$ cat src/xu_pkg.sv
/*
 types and constants of the alu and branch execution unit.
 assumes a classic wishbone master and an 8-bit data path.
*/
`default_nettype none
// What this block does
// RULE1: add, with or without carry in, writes sum, sets Z C N V H.
// RULE2: subtract register or constant writes difference, sets Z C N V H.
// RULE3: subtract with borrow also removes carry, sets Z C N V H.
// RULE4: and, or, xor set Z N V only; carry and half-carry kept.
// RULE5: set-bits ors the mask in, sets Z N V.
// RULE6: clear-bits ands with ff minus mask, sets Z N V.
// RULE7: zero-or-minus test ands value with itself, sets Z N V.
// RULE8: compares subtract without writing, set Z N V C H.
// RULE9: compare-skip skips on equal, pc plus 2 or 3, no flags.
// RULE10: register bit skip on bit low or high, 1 or 2 cycles.
// RULE11: io bit skip on bit low or high, pc plus 2 or 3.
// RULE12: flag branch on chosen flag, pc plus offset plus one.
// RULE13: signed branches decide on n xor v, zero or one.
// RULE14: unsigned high and carry-low on c zero, low on c one.
// RULE15: half-carry branches on h set or cleared.
// RULE16: transfer branches on t set or cleared.
// RULE17: overflow branches on v set or cleared, flags kept.
// RULE18: interrupt branches on i set or cleared, 1 or 2 cycles.
// RULE19: jump 2, call 3, returns 4 cycles; interrupt return sets i.
// RULE20: invert gives ff minus value, sets Z C N V; negate adds H.
// RULE21: inc and dec keep carry; clear sets Z N V; set all keeps flags.
package xu_pkg;
    localparam int PC_W = 12;
    typedef enum logic [5:0] {
        op_add, op_add_carry, op_sub, op_subtract_const, op_subtract_borrow,
        op_subtract_borrow_const, op_and, op_and_immediate, op_or, op_or_immediate,
        op_xor_registers, op_bitwise_invert, op_sign_flip, op_mask_set_bits,
        op_mask_clear_bits, op_add_one, op_subtract_one, op_zero_minus_check,
        op_register_zero, op_register_all_ones, op_relative_jump, op_relative_call,
        op_call_exit, op_interrupt_exit, op_compare_skip_equal, op_compare,
        op_compare_borrow, op_compare_const, op_skip_reg_bit_low, op_skip_reg_bit_high,
        op_skip_io_bit_low, op_skip_io_bit_high, op_branch_flag_high, op_branch_flag_low,
        op_branch_signed_ge, op_branch_signed_lt, op_branch_unsigned_ge,
        op_branch_unsigned_lt, op_branch_carry_low, op_branch_halfcarry_high,
        op_branch_halfcarry_low, op_branch_transfer_high, op_branch_transfer_low,
        op_branch_overflow_high, op_branch_overflow_low, op_branch_irq_on,
        op_branch_irq_off
    } op_t;
    typedef struct packed {
        logic i;
        logic t;
        logic h;
        logic s;
        logic v;
        logic n;
        logic z;
        logic c;
    } flags_t;
    typedef struct packed {
        logic long_skip;
        logic [2:0] sel;
        logic [1:0] spare;
        op_t op;
    } ctrl_t;
    typedef struct packed {
        logic [2:0] cycles;
        logic [1:0] spare;
        logic taken;
        logic busy;
    } status_t;
    typedef struct packed {
        logic [7:0] res;
        flags_t fl;
    } alu_out_t;
    typedef struct packed {
        logic [7:0] opa;
        logic [7:0] opb;
        ctrl_t ctrl;
        flags_t flags;
        logic [PC_W-1:0] pc;
        logic [PC_W-1:0] offset;
        logic [PC_W-1:0] stack;
        logic [2:0] busy_cnt;
        logic taken;
        logic [2:0] last_cyc;
        logic ack;
        logic [31:0] dat;
    } state_t;
    localparam state_t RESET_STATE = '0;
    localparam logic [4:0] OFS_OPA = 5'h00;
    localparam logic [4:0] OFS_OPB = 5'h04;
    localparam logic [4:0] OFS_CTRL = 5'h08;
    localparam logic [4:0] OFS_FLAGS = 5'h0c;
    localparam logic [4:0] OFS_PC = 5'h10;
    localparam logic [4:0] OFS_OFFSET = 5'h14;
    localparam logic [4:0] OFS_STACK = 5'h18;
    localparam logic [4:0] OFS_STATUS = 5'h1c;
    localparam logic [2:0] CYC_ONE = 3'h1;
    localparam logic [2:0] CYC_TAKEN = 3'h2;
    localparam logic [2:0] CYC_SKIP = 3'h2;
    localparam logic [2:0] CYC_JUMP = 3'h2;
    localparam logic [2:0] CYC_CALL = 3'h3;
    localparam logic [2:0] CYC_RETURN = 3'h4;
    localparam logic [7:0] ALL_ONES = 8'hff;
    localparam logic [PC_W-1:0] PC_STEP = 12'h001;
    localparam logic [PC_W-1:0] SKIP_SHORT = 12'h002;
    localparam logic [PC_W-1:0] SKIP_LONG = 12'h003;
endpackage
`default_nettype wire

$ cat src/alu_and_branch_execution.sv
/*
 alu and branch execution unit with a wishbone register port.
 assumes a classic wishbone master on mclk and xu_pkg compiled first.
*/
// Local design decisions: the register addresses and register access over Wishbone.
`default_nettype none
module alu_and_branch_execution (
    input wire logic mclk,
    input wire logic rst,
    input wire logic ce,
    input wire logic wb_cyc_i,
    input wire logic wb_stb_i,
    input wire logic wb_we_i,
    input wire logic [4:0] wb_adr_i,
    input wire logic [3:0] wb_sel_i,
    input wire logic [31:0] wb_dat_i,
    output logic [31:0] wb_dat_o,
    output logic wb_ack_o,
    output logic busy
);
    ////////////////////////////////////////////////////////////////////////
    // flag arithmetic and byte-lane merge
    function automatic xu_pkg::alu_out_t add8(
        input logic [7:0] x,
        input logic [7:0] y,
        input logic cin,
        input xu_pkg::flags_t f
    );
        logic [8:0] s;
        xu_pkg::alu_out_t o;
        s = {1'b0, x} + {1'b0, y} + {8'h00, cin};
        o.res = s[7:0];
        o.fl = f;
        o.fl.c = s[8];
        o.fl.h = (x[3] & y[3]) | (y[3] & ~s[3]) | (~s[3] & x[3]);
        o.fl.v = (x[7] & y[7] & ~s[7]) | (~x[7] & ~y[7] & s[7]);
        o.fl.n = s[7];
        o.fl.z = (s[7:0] == 8'h00);
        return o;
    endfunction

    function automatic xu_pkg::alu_out_t sub8(
        input logic [7:0] x,
        input logic [7:0] y,
        input logic cin,
        input xu_pkg::flags_t f,
        input logic zchain
    );
        logic [8:0] s;
        xu_pkg::alu_out_t o;
        s = {1'b0, x} - {1'b0, y} - {8'h00, cin};
        o.res = s[7:0];
        o.fl = f;
        o.fl.c = s[8];
        o.fl.h = (~x[3] & y[3]) | (y[3] & s[3]) | (s[3] & ~x[3]);
        o.fl.v = (x[7] & ~y[7] & ~s[7]) | (~x[7] & y[7] & s[7]);
        o.fl.n = s[7];
        o.fl.z = (s[7:0] == 8'h00) & (~zchain | f.z);
        return o;
    endfunction

    function automatic xu_pkg::alu_out_t logic8(
        input logic [7:0] r,
        input xu_pkg::flags_t f
    );
        xu_pkg::alu_out_t o;
        o.res = r;
        o.fl = f;
        o.fl.v = 1'b0;
        o.fl.n = r[7];
        o.fl.z = (r == 8'h00);
        return o;
    endfunction

    function automatic logic [31:0] lanes(
        input logic [31:0] old,
        input logic [31:0] d,
        input logic [3:0] s
    );
        logic [31:0] r;
        r = old;
        for (int i = 0; i < 4; i++)
        begin
            if (s[i])
            begin
                r[8*i +: 8] = d[8*i +: 8];
            end
        end
        return r;
    endfunction

    ////////////////////////////////////////////////////////////////////////
    // state and bus decode
    xu_pkg::state_t st;
    xu_pkg::state_t next_st;
    logic req;
    logic start;
    logic [4:0] adr;
    logic [31:0] cm;
    xu_pkg::ctrl_t ctl;
    xu_pkg::op_t op;
    logic [7:0] fv;
    logic [2:0] sel;
    xu_pkg::alu_out_t ao;
    logic [2:0] cyc;
    logic cond;
    logic is_skip;
    logic is_br;
    logic [xu_pkg::PC_W-1:0] br_pc;
    logic [xu_pkg::PC_W-1:0] pcn;
    logic [xu_pkg::PC_W-1:0] stack_n;
    logic [31:0] rd;
    logic [31:0] m;

    assign req = wb_cyc_i & wb_stb_i & ~st.ack;
    assign adr = {wb_adr_i[4:2], 2'b00};
    assign wb_ack_o = st.ack;
    assign wb_dat_o = st.dat;
    assign busy = (st.busy_cnt != 3'h0);

    always_comb
    begin
        cm = lanes(32'(st.ctrl), wb_dat_i, wb_sel_i);
        ctl = xu_pkg::ctrl_t'(cm[$bits(xu_pkg::ctrl_t)-1:0]);
        op = ctl.op;
        sel = ctl.sel;
        start = req & wb_we_i & (adr == xu_pkg::OFS_CTRL) & ~busy;
    end

    ////////////////////////////////////////////////////////////////////////
    // execution of one operation
    always_comb
    begin
        fv = st.flags;
        br_pc = st.pc + st.offset + xu_pkg::PC_STEP;
        pcn = st.pc + xu_pkg::PC_STEP;
        stack_n = st.stack;
        ao.res = st.opa;
        ao.fl = st.flags;
        cyc = xu_pkg::CYC_ONE;
        cond = 1'b0;
        is_skip = 1'b0;
        is_br = 1'b0;
        unique case (op)
            xu_pkg::op_add: ao = add8(st.opa, st.opb, 1'b0, st.flags); // RULE1
            xu_pkg::op_add_carry: ao = add8(st.opa, st.opb, st.flags.c, st.flags); // RULE1
            xu_pkg::op_sub,
            xu_pkg::op_subtract_const: ao = sub8(st.opa, st.opb, 1'b0, st.flags, 1'b0); // RULE2
            xu_pkg::op_subtract_borrow,
            xu_pkg::op_subtract_borrow_const:
                ao = sub8(st.opa, st.opb, st.flags.c, st.flags, 1'b1); // RULE3
            xu_pkg::op_and,
            xu_pkg::op_and_immediate: ao = logic8(st.opa & st.opb, st.flags); // RULE4
            xu_pkg::op_or,
            xu_pkg::op_or_immediate: ao = logic8(st.opa | st.opb, st.flags); // RULE4
            xu_pkg::op_xor_registers: ao = logic8(st.opa ^ st.opb, st.flags); // RULE4
            xu_pkg::op_mask_set_bits: ao = logic8(st.opa | st.opb, st.flags); // RULE5
            xu_pkg::op_mask_clear_bits:
                ao = logic8(st.opa & (xu_pkg::ALL_ONES - st.opb), st.flags); // RULE6
            xu_pkg::op_zero_minus_check: ao = logic8(st.opa & st.opa, st.flags); // RULE7
            xu_pkg::op_register_zero: ao = logic8(st.opa ^ st.opa, st.flags); // RULE21
            xu_pkg::op_register_all_ones: ao.res = xu_pkg::ALL_ONES; // RULE21
            xu_pkg::op_bitwise_invert:
            begin
                ao = logic8(xu_pkg::ALL_ONES - st.opa, st.flags); // RULE20
                ao.fl.c = 1'b1; // RULE20
            end
            xu_pkg::op_sign_flip: ao = sub8(8'h00, st.opa, 1'b0, st.flags, 1'b0); // RULE20
            xu_pkg::op_add_one:
            begin
                ao = add8(st.opa, 8'h01, 1'b0, st.flags);
                ao.fl.c = st.flags.c; // RULE21
                ao.fl.h = st.flags.h; // RULE21
            end
            xu_pkg::op_subtract_one:
            begin
                ao = sub8(st.opa, 8'h01, 1'b0, st.flags, 1'b0);
                ao.fl.c = st.flags.c; // RULE21
                ao.fl.h = st.flags.h; // RULE21
            end
            xu_pkg::op_compare,
            xu_pkg::op_compare_const:
            begin
                ao = sub8(st.opa, st.opb, 1'b0, st.flags, 1'b0);
                ao.res = st.opa; // RULE8
            end
            xu_pkg::op_compare_borrow:
            begin
                ao = sub8(st.opa, st.opb, st.flags.c, st.flags, 1'b1);
                ao.res = st.opa; // RULE8
            end
            xu_pkg::op_compare_skip_equal:
            begin
                is_skip = 1'b1;
                cond = (st.opa == st.opb); // RULE9
            end
            xu_pkg::op_skip_reg_bit_low:
            begin
                is_skip = 1'b1;
                cond = ~st.opa[sel]; // RULE10
            end
            xu_pkg::op_skip_reg_bit_high:
            begin
                is_skip = 1'b1;
                cond = st.opa[sel]; // RULE10
            end
            xu_pkg::op_skip_io_bit_low:
            begin
                is_skip = 1'b1;
                cond = ~st.opb[sel]; // RULE11
            end
            xu_pkg::op_skip_io_bit_high:
            begin
                is_skip = 1'b1;
                cond = st.opb[sel]; // RULE11
            end
            xu_pkg::op_branch_flag_high:
            begin
                is_br = 1'b1;
                cond = fv[sel]; // RULE12
            end
            xu_pkg::op_branch_flag_low:
            begin
                is_br = 1'b1;
                cond = ~fv[sel]; // RULE12
            end
            xu_pkg::op_branch_signed_ge:
            begin
                is_br = 1'b1;
                cond = ~(st.flags.n ^ st.flags.v); // RULE13
            end
            xu_pkg::op_branch_signed_lt:
            begin
                is_br = 1'b1;
                cond = st.flags.n ^ st.flags.v; // RULE13
            end
            xu_pkg::op_branch_unsigned_ge,
            xu_pkg::op_branch_carry_low:
            begin
                is_br = 1'b1;
                cond = ~st.flags.c; // RULE14
            end
            xu_pkg::op_branch_unsigned_lt:
            begin
                is_br = 1'b1;
                cond = st.flags.c; // RULE14
            end
            xu_pkg::op_branch_halfcarry_high:
            begin
                is_br = 1'b1;
                cond = st.flags.h; // RULE15
            end
            xu_pkg::op_branch_halfcarry_low:
            begin
                is_br = 1'b1;
                cond = ~st.flags.h; // RULE15
            end
            xu_pkg::op_branch_transfer_high:
            begin
                is_br = 1'b1;
                cond = st.flags.t; // RULE16
            end
            xu_pkg::op_branch_transfer_low:
            begin
                is_br = 1'b1;
                cond = ~st.flags.t; // RULE16
            end
            xu_pkg::op_branch_overflow_high:
            begin
                is_br = 1'b1;
                cond = st.flags.v; // RULE17
            end
            xu_pkg::op_branch_overflow_low:
            begin
                is_br = 1'b1;
                cond = ~st.flags.v; // RULE17
            end
            xu_pkg::op_branch_irq_on:
            begin
                is_br = 1'b1;
                cond = st.flags.i; // RULE18
            end
            xu_pkg::op_branch_irq_off:
            begin
                is_br = 1'b1;
                cond = ~st.flags.i; // RULE18
            end
            xu_pkg::op_relative_jump:
            begin
                pcn = br_pc; // RULE19
                cyc = xu_pkg::CYC_JUMP;
            end
            xu_pkg::op_relative_call:
            begin
                stack_n = pcn; // RULE19
                pcn = br_pc;
                cyc = xu_pkg::CYC_CALL;
            end
            xu_pkg::op_call_exit:
            begin
                pcn = st.stack; // RULE19
                cyc = xu_pkg::CYC_RETURN;
            end
            xu_pkg::op_interrupt_exit:
            begin
                pcn = st.stack; // RULE19
                ao.fl.i = 1'b1; // RULE19
                cyc = xu_pkg::CYC_RETURN;
            end
            default: cyc = xu_pkg::CYC_ONE;
        endcase
        if (is_skip && cond)
        begin
            pcn = st.pc + (ctl.long_skip ? xu_pkg::SKIP_LONG : xu_pkg::SKIP_SHORT); // RULE9
            cyc = xu_pkg::CYC_SKIP; // RULE10
        end
        if (is_br && cond)
        begin
            pcn = br_pc; // RULE12
            cyc = xu_pkg::CYC_TAKEN; // RULE18
        end
    end

    ////////////////////////////////////////////////////////////////////////
    // register read mux
    always_comb
    begin
        case (adr)
            xu_pkg::OFS_OPA: rd = 32'(st.opa);
            xu_pkg::OFS_OPB: rd = 32'(st.opb);
            xu_pkg::OFS_CTRL: rd = 32'(st.ctrl);
            xu_pkg::OFS_FLAGS: rd = 32'(st.flags);
            xu_pkg::OFS_PC: rd = 32'(st.pc);
            xu_pkg::OFS_OFFSET: rd = 32'(st.offset);
            xu_pkg::OFS_STACK: rd = 32'(st.stack);
            xu_pkg::OFS_STATUS: rd = 32'({st.last_cyc, 2'b00, st.taken, busy});
            default: rd = 32'h0000_0000;
        endcase
    end

    ////////////////////////////////////////////////////////////////////////
    // next state
    always_comb
    begin
        next_st = st;
        m = 32'h0000_0000;
        next_st.ack = req;
        if (req && !wb_we_i)
        begin
            next_st.dat = rd;
        end
        if (req && wb_we_i)
        begin
            case (adr)
                xu_pkg::OFS_OPA:
                begin
                    m = lanes(32'(st.opa), wb_dat_i, wb_sel_i);
                    next_st.opa = m[7:0];
                end
                xu_pkg::OFS_OPB:
                begin
                    m = lanes(32'(st.opb), wb_dat_i, wb_sel_i);
                    next_st.opb = m[7:0];
                end
                xu_pkg::OFS_FLAGS:
                begin
                    m = lanes(32'(st.flags), wb_dat_i, wb_sel_i);
                    next_st.flags = xu_pkg::flags_t'(m[7:0]);
                end
                xu_pkg::OFS_PC:
                begin
                    m = lanes(32'(st.pc), wb_dat_i, wb_sel_i);
                    next_st.pc = m[xu_pkg::PC_W-1:0];
                end
                xu_pkg::OFS_OFFSET:
                begin
                    m = lanes(32'(st.offset), wb_dat_i, wb_sel_i);
                    next_st.offset = m[xu_pkg::PC_W-1:0];
                end
                xu_pkg::OFS_STACK:
                begin
                    m = lanes(32'(st.stack), wb_dat_i, wb_sel_i);
                    next_st.stack = m[xu_pkg::PC_W-1:0];
                end
                default: m = 32'h0000_0000;
            endcase
        end
        if (start)
        begin
            next_st.ctrl = ctl;
            next_st.opa = ao.res;
            next_st.flags = ao.fl;
            next_st.pc = pcn;
            next_st.stack = stack_n;
            next_st.busy_cnt = cyc;
            next_st.last_cyc = cyc;
            next_st.taken = cond;
        end
        else if (busy)
        begin
            next_st.busy_cnt = st.busy_cnt - 3'h1;
        end
    end

    always_ff @(posedge mclk)
    begin
        if (rst)
        begin
            st <= xu_pkg::RESET_STATE;
        end
        else if (ce)
        begin
            st <= next_st;
        end
    end

    ////////////////////////////////////////////////////////////////////////
    // checks
    logic fire;
    logic [7:0] chk_sum;
    logic [7:0] chk_sbc;
    logic [7:0] chk_clr;
    assign fire = start & ce;
    assign chk_sum = st.opa + st.opb;
    assign chk_sbc = st.opa - st.opb - {7'h00, st.flags.c};
    assign chk_clr = st.opa & ~st.opb;
endmodule
`default_nettype wire

$ cat config.mk
export PLATFORM = sky130hd
export DESIGN_NAME = alu_and_branch_execution
export DESIGN_NICKNAME = d
export VERILOG_FILES = /design/src/xu_pkg.sv /design/src/alu_and_branch_execution.sv
export SDC_FILE = /design/constraint.sdc
export NUM_CORES = 1
export LEC_CHECK = 0
export BUFFER_PORTS_ARGS = -buffer_cell sky130_fd_sc_hd__clkbuf_2
export CELL_PAD_IN_SITES_DETAIL_PLACEMENT = 2
export CELL_PAD_IN_SITES_GLOBAL_PLACEMENT = 2
export CORE_ASPECT_RATIO = 0.5
export CORE_UTILIZATION = 39
export CTS_CLUSTER_DIAMETER = 30
export DETAILED_ROUTE_END_ITERATION = 10
export GPL_TIMING_DRIVEN = 0
export PLACE_DENSITY_LB_ADDON = 0.1
export SYNTH_ARGS = -nofsm -noshare
export SYNTH_HDL_FRONTEND = slang
export SYNTH_SLANG_ARGS = --single-unit
$ cat constraint.sdc
create_clock -name mclk -period 7.9 [get_ports mclk]
set_input_delay 1.185 -clock mclk [delete_from_list [all_inputs] [get_ports mclk]]
set_output_delay 1.185 -clock mclk [all_outputs]
set_load 0.005 [all_outputs]
==> flow_summary.toml, run 1 <==
[power_and_ir_drop]
power.share.clock_pct = 35.2
p_int_uw = 803
vdd_ir_drop_max_uv = 117
p_leak_uw = 0.00395
power_density_mw_per_mm2 = 123
power.switching_uw = 485
power_frac_comb_pct = 27.1
pwr-share-seq_pct = 37.8
swShare_pct = 37.7

[synthesis]
synth_area_leaders = "dfxtp_1, ha_1, mux2i_1, nor2_1, xnor2_1"
synth_area_per_cell_um2 = 7.58
synth_top_family_by_area = "compound AO/OA/AOI/OAI gates"
synthMuxAreaShare_pct = 12.4
async_flop_share_pct = 0
synth_warnings = 0
synth_top_area_share_pct = 19.2
synth-compound-area-share_pct = 23.4
yosys.area_share.simple_pct = 23.2
synth.distinct_cells = 87
yosys.area_share.adder_pct = 8.09
synthCells = 1265
ys.flop_type = "dfxtp_1"
yosysSeqAreaShare_pct = 19.2
synth_xor_xnor_area_share_pct = 5.76
synth-seq-cells = 92
synth_area_leader_cell = "dfxtp_1"
netlist_area_mm2 = 0.00959
synth_edf_count = 0

[global_routing]
grt_max_degree = 18
grt_pass1_wl_um = 73700
grt_pass1_vias = 11600
grt_usage_pct = 39.2
grt_remaining_overflow = 0
antenna_found_initial = 0

[worst_setup_path]
worstSetupStartpoint = "st[105]"
cp.arrival_ns = 5.54
timing.rr.end = "fv[3]"
reg2reg_from = "st[105]"
reg2reg_slack_ns = 2.59
r2r_cells = 13
cp-end-kind = "flop"
path_max_fanout = 10
start_kind = "flop"
path_class = "flop to flop"
critical_path_required_ns = 8.13

[timing]
hold_viol = 0
rsz0062_at_grt = "no"
max_clock_freq_ghz = 0.188
worst_pin_slew_ns = 1.47
setup_viol = 0
slew_headroom_pct = 1.13
clock_skew_ns = 0.0163
fin_tns_setup_ns = 0
post-route-period-util_pct = 67.3
slew_viol_final = 0
min_period_ns = 5.31

[routing]
drc = 0
drt_wl_total_um = 49300
met3_length_um = 3310
drtPass1Iterations = 5
drt_iter0_drc = 862
wl_per_cell_um = 29.6
viasPerCell = 6.59
wl_met2_um = 22100
ant_nets = 0
met1Wirelength_um = 21800
top_layer_used = "met4"
vias = 11000

[place]
gp_congestion = 0.959
placed_area_mm2 = 0.0102
place.detailed.hpwl_um = 38400
placed_cells = 1648
port_buffers = 28

[die]
fp.dieH_um = 113
initial_core_util_pct = 39.8
rows = 40
pin_count = 81
dieArea_mm2 = 0.0252
core_area_mm2 = 0.0241
die_x_um = 224

[outcome]
status = "finished, violations left"
violations = "capacitance limit"

[clocking]
cts_root_buf = "clkbuf_16"
post_cts_buffers = 0
clk_pin_slew_ns = 0.08
holdBufCountCts = 0
clk-insertion-delay-late_ns = 0.38
ctsHtreeMaxLevel = 3
cts.sinks = 92
post_cts_resized = 0
cts_max_path_buffers = 2
cts_tree = "done"
cts_inserted_buffers = 9

[finish]
nFillCells = 2817
areaGrowthSynthToFinish_pct = 9.55
finalNonFillerCells = 1663
n_antenna_cell = 0
nets = 1429
drive_gt1_share_pct = 10.6
finish.instance_area_mm2 = 0.0105

[min_path]
hold_depth = 2
hold_start = "st[90]"
hold_class = "flop to flop"
holdPathEnd = "st[90]"

[run]
drv_cap = 1
[power groups by stage]
stage / sequential [µW] / combinational [µW] / clock (µW)
after global placement: 495 / 307 / 0
after detailed placement: 495 / 326 / 0
after global routing: 487 / 365 / 464
after CTS: 485 / 334 / 449
after floorplan: 492 / 206 / 0
final: 486 / 349 / 453
[cell usage after synthesis (5+ instances only)]
master / n
nor2_1: 132
nand2_1: 101
dfxtp_1: 92
o21ai_0: 79
a21oi_1: 74
clkbuf_1: 69
mux2i_1: 66
nor3_1: 58
ha_1: 54
nand3_1: 54
xnor2_1: 47
inv_1: 39
buf_4: 34
a211oi_1: 29
a31oi_1: 22
xor2_1: 16
mux4_2: 15
o211ai_1: 15
nand4_1: 14
a22oi_1: 12
and3_1: 12
nor2b_1: 12
nor3b_1: 11
nor4_1: 11
a221oi_1: 10
mux2_2: 10
o21a_1: 9
o22ai_1: 9
or3_1: 8
a21o_1: 7
and2_1: 7
nand2b_1: 7
o221ai_1: 7
buf_2: 6
o31ai_1: 6
a211o_1: 5
a311oi_1: 5
buf_1: 5
fa_1: 5
nand3b_1: 5
o2111ai_1: 5
or2_2: 5
[worst max path at each step]
stage,endpoint,slack [ns],depth (start not counted)
2_1_floorplan,fv[3],4.09,13
3_3_place_gp,fv[3],2.79,13
3_5_place_dp,fv[3],2.73,13
4_1_cts,fv[3],2.70,13
5_1_grt,fv[3],2.37,13
6_report,fv[3],2.59,13
[cell families after synthesis]
group           Yosys count
compound gates          339
xor+xnor                 63
fa+ha+maj                59
buf+inv                 159
flops                    92
mux                      95
other cells               1
simple gates            457
[cell type report]
cell class | instances | area, µm² | area share (%)
flip-flops and latches | 92 | 1840 | 17.5
clock inverters | 6 | 53.8 | 0.512
plain buffers | 118 | 608 | 5.79
well taps | 336 | 420 | 4.00
inverters | 41 | 154 | 1.47
repair buffers | 28 | 140 | 1.33
multi-input cells | 1033 | 7060 | 67.2
clock buffers | 9 | 225 | 2.14
[cells in the final DEF (no fill, tap or decap), types with 14 or more instances in the layout]
| cell | netlist | routed |
|---|---|---|
| nand4_1 | 14 | 14 |
| o211ai_1 | 15 | 15 |
| nand2_1 | 101 | 101 |
| clkbuf_2 | 0 | 28 |
| mux2i_1 | 66 | 66 |
| nor3_1 | 58 | 57 |
| conb_1 | 1 | 20 |
| mux4_2 | 15 | 15 |
| nand3_1 | 54 | 54 |
| clkbuf_1 | 69 | 69 |
| dfxtp_1 | 92 | 92 |
| xnor2_1 | 47 | 47 |
| a211oi_1 | 29 | 29 |
| a21oi_1 | 74 | 74 |
| nor2_1 | 132 | 132 |
| o21ai_0 | 79 | 79 |
| a31oi_1 | 22 | 22 |
| inv_1 | 39 | 39 |
| ha_1 | 54 | 54 |
| xor2_1 | 16 | 16 |
| buf_4 | 34 | 34 |
[metal layers]
layer  GRT usage [%]  vias up
li1                -     4720
met2            63.9      489
met5               0        -
met3            6.13      142
met1            51.2     5611
met4            18.3        0
[sequential cells by signal, indices dropped and copies added (netlist names)]
name and flops:
st 71, wb_dat_o 12, fv 8, wb_ack_o 1
[through the flow]
| stage | util (%) | setup slack (ns) | total power [µW] | hold WS, ns |
|---|---|---|---|---|
| floorplan | - | 4.09 | 698 | 0.432 |
| global placement | 42.4 | 2.79 | 802 | 0.439 |
| detailed placement | 42.5 | 2.73 | 821 | 0.452 |
| CTS | 43.6 | 2.70 | 1270 | 0.483 |
| global route | 43.6 | 2.37 | 1320 | 0.500 |
| finish | 43.6 | 2.59 | 1290 | 0.475 |
[critical path, cell delays in order, from the launching register on]
cell and delay (ns):
dfxtp_1 0.52, clkbuf_1 0.48, inv_1 0.36, ha_1 0.46
o21bai_1 0.41, a21o_1 0.26, fa_1 0.55, nor3_1 0.23
mux2i_1 0.20, nor4_1 0.56, xnor2_1 0.26, mux2_2 0.38
a221oi_1 0.38, o22ai_1 0.13
Note: power is estimated with default switching activity, not from simulation.
==> run 2: changes to the inputs <==
--- a/config.mk
+++ b/config.mk
@@ -9,7 +9,7 @@
 export CELL_PAD_IN_SITES_DETAIL_PLACEMENT = 2
 export CELL_PAD_IN_SITES_GLOBAL_PLACEMENT = 2
 export CORE_ASPECT_RATIO = 0.5
-export CORE_UTILIZATION = 39
+export CORE_UTILIZATION = 36
 export CTS_CLUSTER_DIAMETER = 30
 export DETAILED_ROUTE_END_ITERATION = 10
 export GPL_TIMING_DRIVEN = 0
==> constraint.sdc (replaced) <==
create_clock -name mclk -period 5.4 [get_ports mclk]
set_input_delay 0.81 -clock mclk [delete_from_list [all_inputs] [get_ports mclk]]
set_output_delay 0.81 -clock mclk [all_outputs]
set_load 0.005 [all_outputs]
==> run 2 against run 1 <==
Net effect:
- largest power group unchanged
- critical path type unchanged
- clock-buffer cell count is the same
- sequential power up 46%
- the run now ends clean
- routed wire length shrank 1.5%
- sequential cell count unchanged
- worst hold slack got worse by 0.0051 ns
- cell count grew 0.60%
- utilization down 2.5 points
- register-to-register slack worse by 2.3 ns
- critical endpoint unchanged
- first-iteration DRC count rose by 14%
- design area grew 0.38%
- highest routed layer unchanged
- power increased by 46%
- combinational power increased by 41%
==> flow_summary.toml, run 2 (synthesis gave the netlist of run 1 again) <==
[outcome]
status = "complete, no violations"

[global_routing]
grt_pass1_vias = 11400
antenna_found_initial = 1
grt_max_degree = 19
grt_usage_pct = 35.4
grt_pass1_wl_um = 72000
grt_remaining_overflow = 0

[timing]
hold_viol = 0
worst_pin_slew_ns = 1.44
rsz0062_at_grt = "no"
setup_viol = 0
slew_viol_final = 0
max_clock_freq_ghz = 0.196
fin_tns_setup_ns = 0
slew_headroom_pct = 2.95
post-route-period-util_pct = 94.5
min_period_ns = 5.10
clock_skew_ns = 0.0149

[min_path]
hold_class = "flop to flop"

[place]
place.detailed.hpwl_um = 38300
port_buffers = 28
gp_congestion = 0.984

[power_and_ir_drop]
p_leak_uw = 0.00397
total_power_uw = 1880
vdd_ir_drop_max_uv = 168
power_density_mw_per_mm2 = 178

[routing]
viasPerCell = 6.43
wl_per_cell_um = 29.0
drt_iter0_drc = 982
vias = 10800
ant_nets = 0
drc = 0
drt_wl_total_um = 48500
drtPass1Iterations = 5

[worst_setup_path]
critical_path_required_ns = 5.62
path_max_fanout = 10
cp.arrival_ns = 5.32
path_class = "flop to flop"
start_kind = "flop"
cp-end-kind = "flop"

[die]
die_x_um = 233
core_area_mm2 = 0.0256
dieArea_mm2 = 0.0273
initial_core_util_pct = 37.4
fp.dieH_um = 117
pin_count = 81
rows = 41

[finish]
final_cell_mix = "nor2_1, nand2_1, dfxtp_1"
nets = 1430
n_antenna_cell = 0
areaGrowthSynthToFinish_pct = 9.97
largest_register_ff_count = 71
drive_gt1_share_pct = 10.9
final_common_cell = "nor2_1"
utilization_pct = 41.1
regMostFlops = "st"

[clocking]
cts_root_buf = "clkbuf_16"
post_cts_buffers = 0
ctsHtreeMaxLevel = 3
cts_tree = "done"
clk_pin_slew_ns = 0.08
cts_max_path_buffers = 2
clk-insertion-delay-late_ns = 0.37
cts.sinks = 92
cts_inserted_buffers = 9

[run]
drv_cap = 0
## run 2: changes by cell type in the layout (fill, tap and decap cells not counted), sizes merged
cell,change
inv,-1
clkinv,+2
clkbuf,+1
## run 2: metrics by stage
step	cells	hold slack (ns)	setup WS, ns	area [µm²]
final	1673	0.470	0.299	10500
after CTS	1672	0.468	0.244	10500
after global placement	1656	0.441	0.380	10200
after detailed placement	1656	0.452	0.274	10200
after global routing	1673	0.495	0.0511	10500
after floorplan	1284	0.432	1.59	9660
## run 2: timing repair
item                                    in CTS  in global routing
endpoints found under the setup margin       0                  1
resized for setup                            0                  1
hold buffers                                 0                  0
## run 2: layout make-up
class	instances	area, µm²
fill	3012	15100
multi-input combinational	1033	7070
sequential	92	1840
buffer	118	608
tap	344	430
clock buffer	9	225
inverter	41	154
timing repair buffer	29	145
clock inverter	7	67.6
## run 2: where the power goes
part / internal (µW) / switching (µW) / total [µW]
Clock: 327 / 344 / 671
Combinational: 157 / 337 / 493
Sequential: 695 / 16.0 / 711
Total: 1180 / 697 / 1880
## run 2: final timing paths
path | startpoint | end | slack [ns] | depth (start not counted)
max reg2reg | st[104] | fv[3] | 0.30 | 13
max | st[104] | fv[3] | 0.30 | 13
min | st[34] | st[34] | 0.47 | 2
min reg2reg | st[34] | st[34] | 0.47 | 2
## run 2: metal layers
metal | vias to the layer above | track usage (%) | share of wire (%)
met5 | - | 0 | 0
met4 | 0 | 13.2 | 3.8
met3 | 108 | 8.15 | 7.9
met2 | 448 | 56.8 | 45
met1 | 5478 | 45.9 | 43
li1 | 4721 | - | -
## run 2: worst max-delay path, stage by stage (launching register included)
cell and delay [ns]:
dfxtp_1 0.59, clkbuf_1 0.54, inv_1 0.31, ha_1 0.32, fa_1 0.48, o21bai_1 0.16
a21oi_1 0.18, o21a_1 0.22, o311ai_1 0.79, nor4_2 0.13, xnor2_1 0.37, mux2_2 0.39
a221oi_1 0.32, o22ai_1 0.13
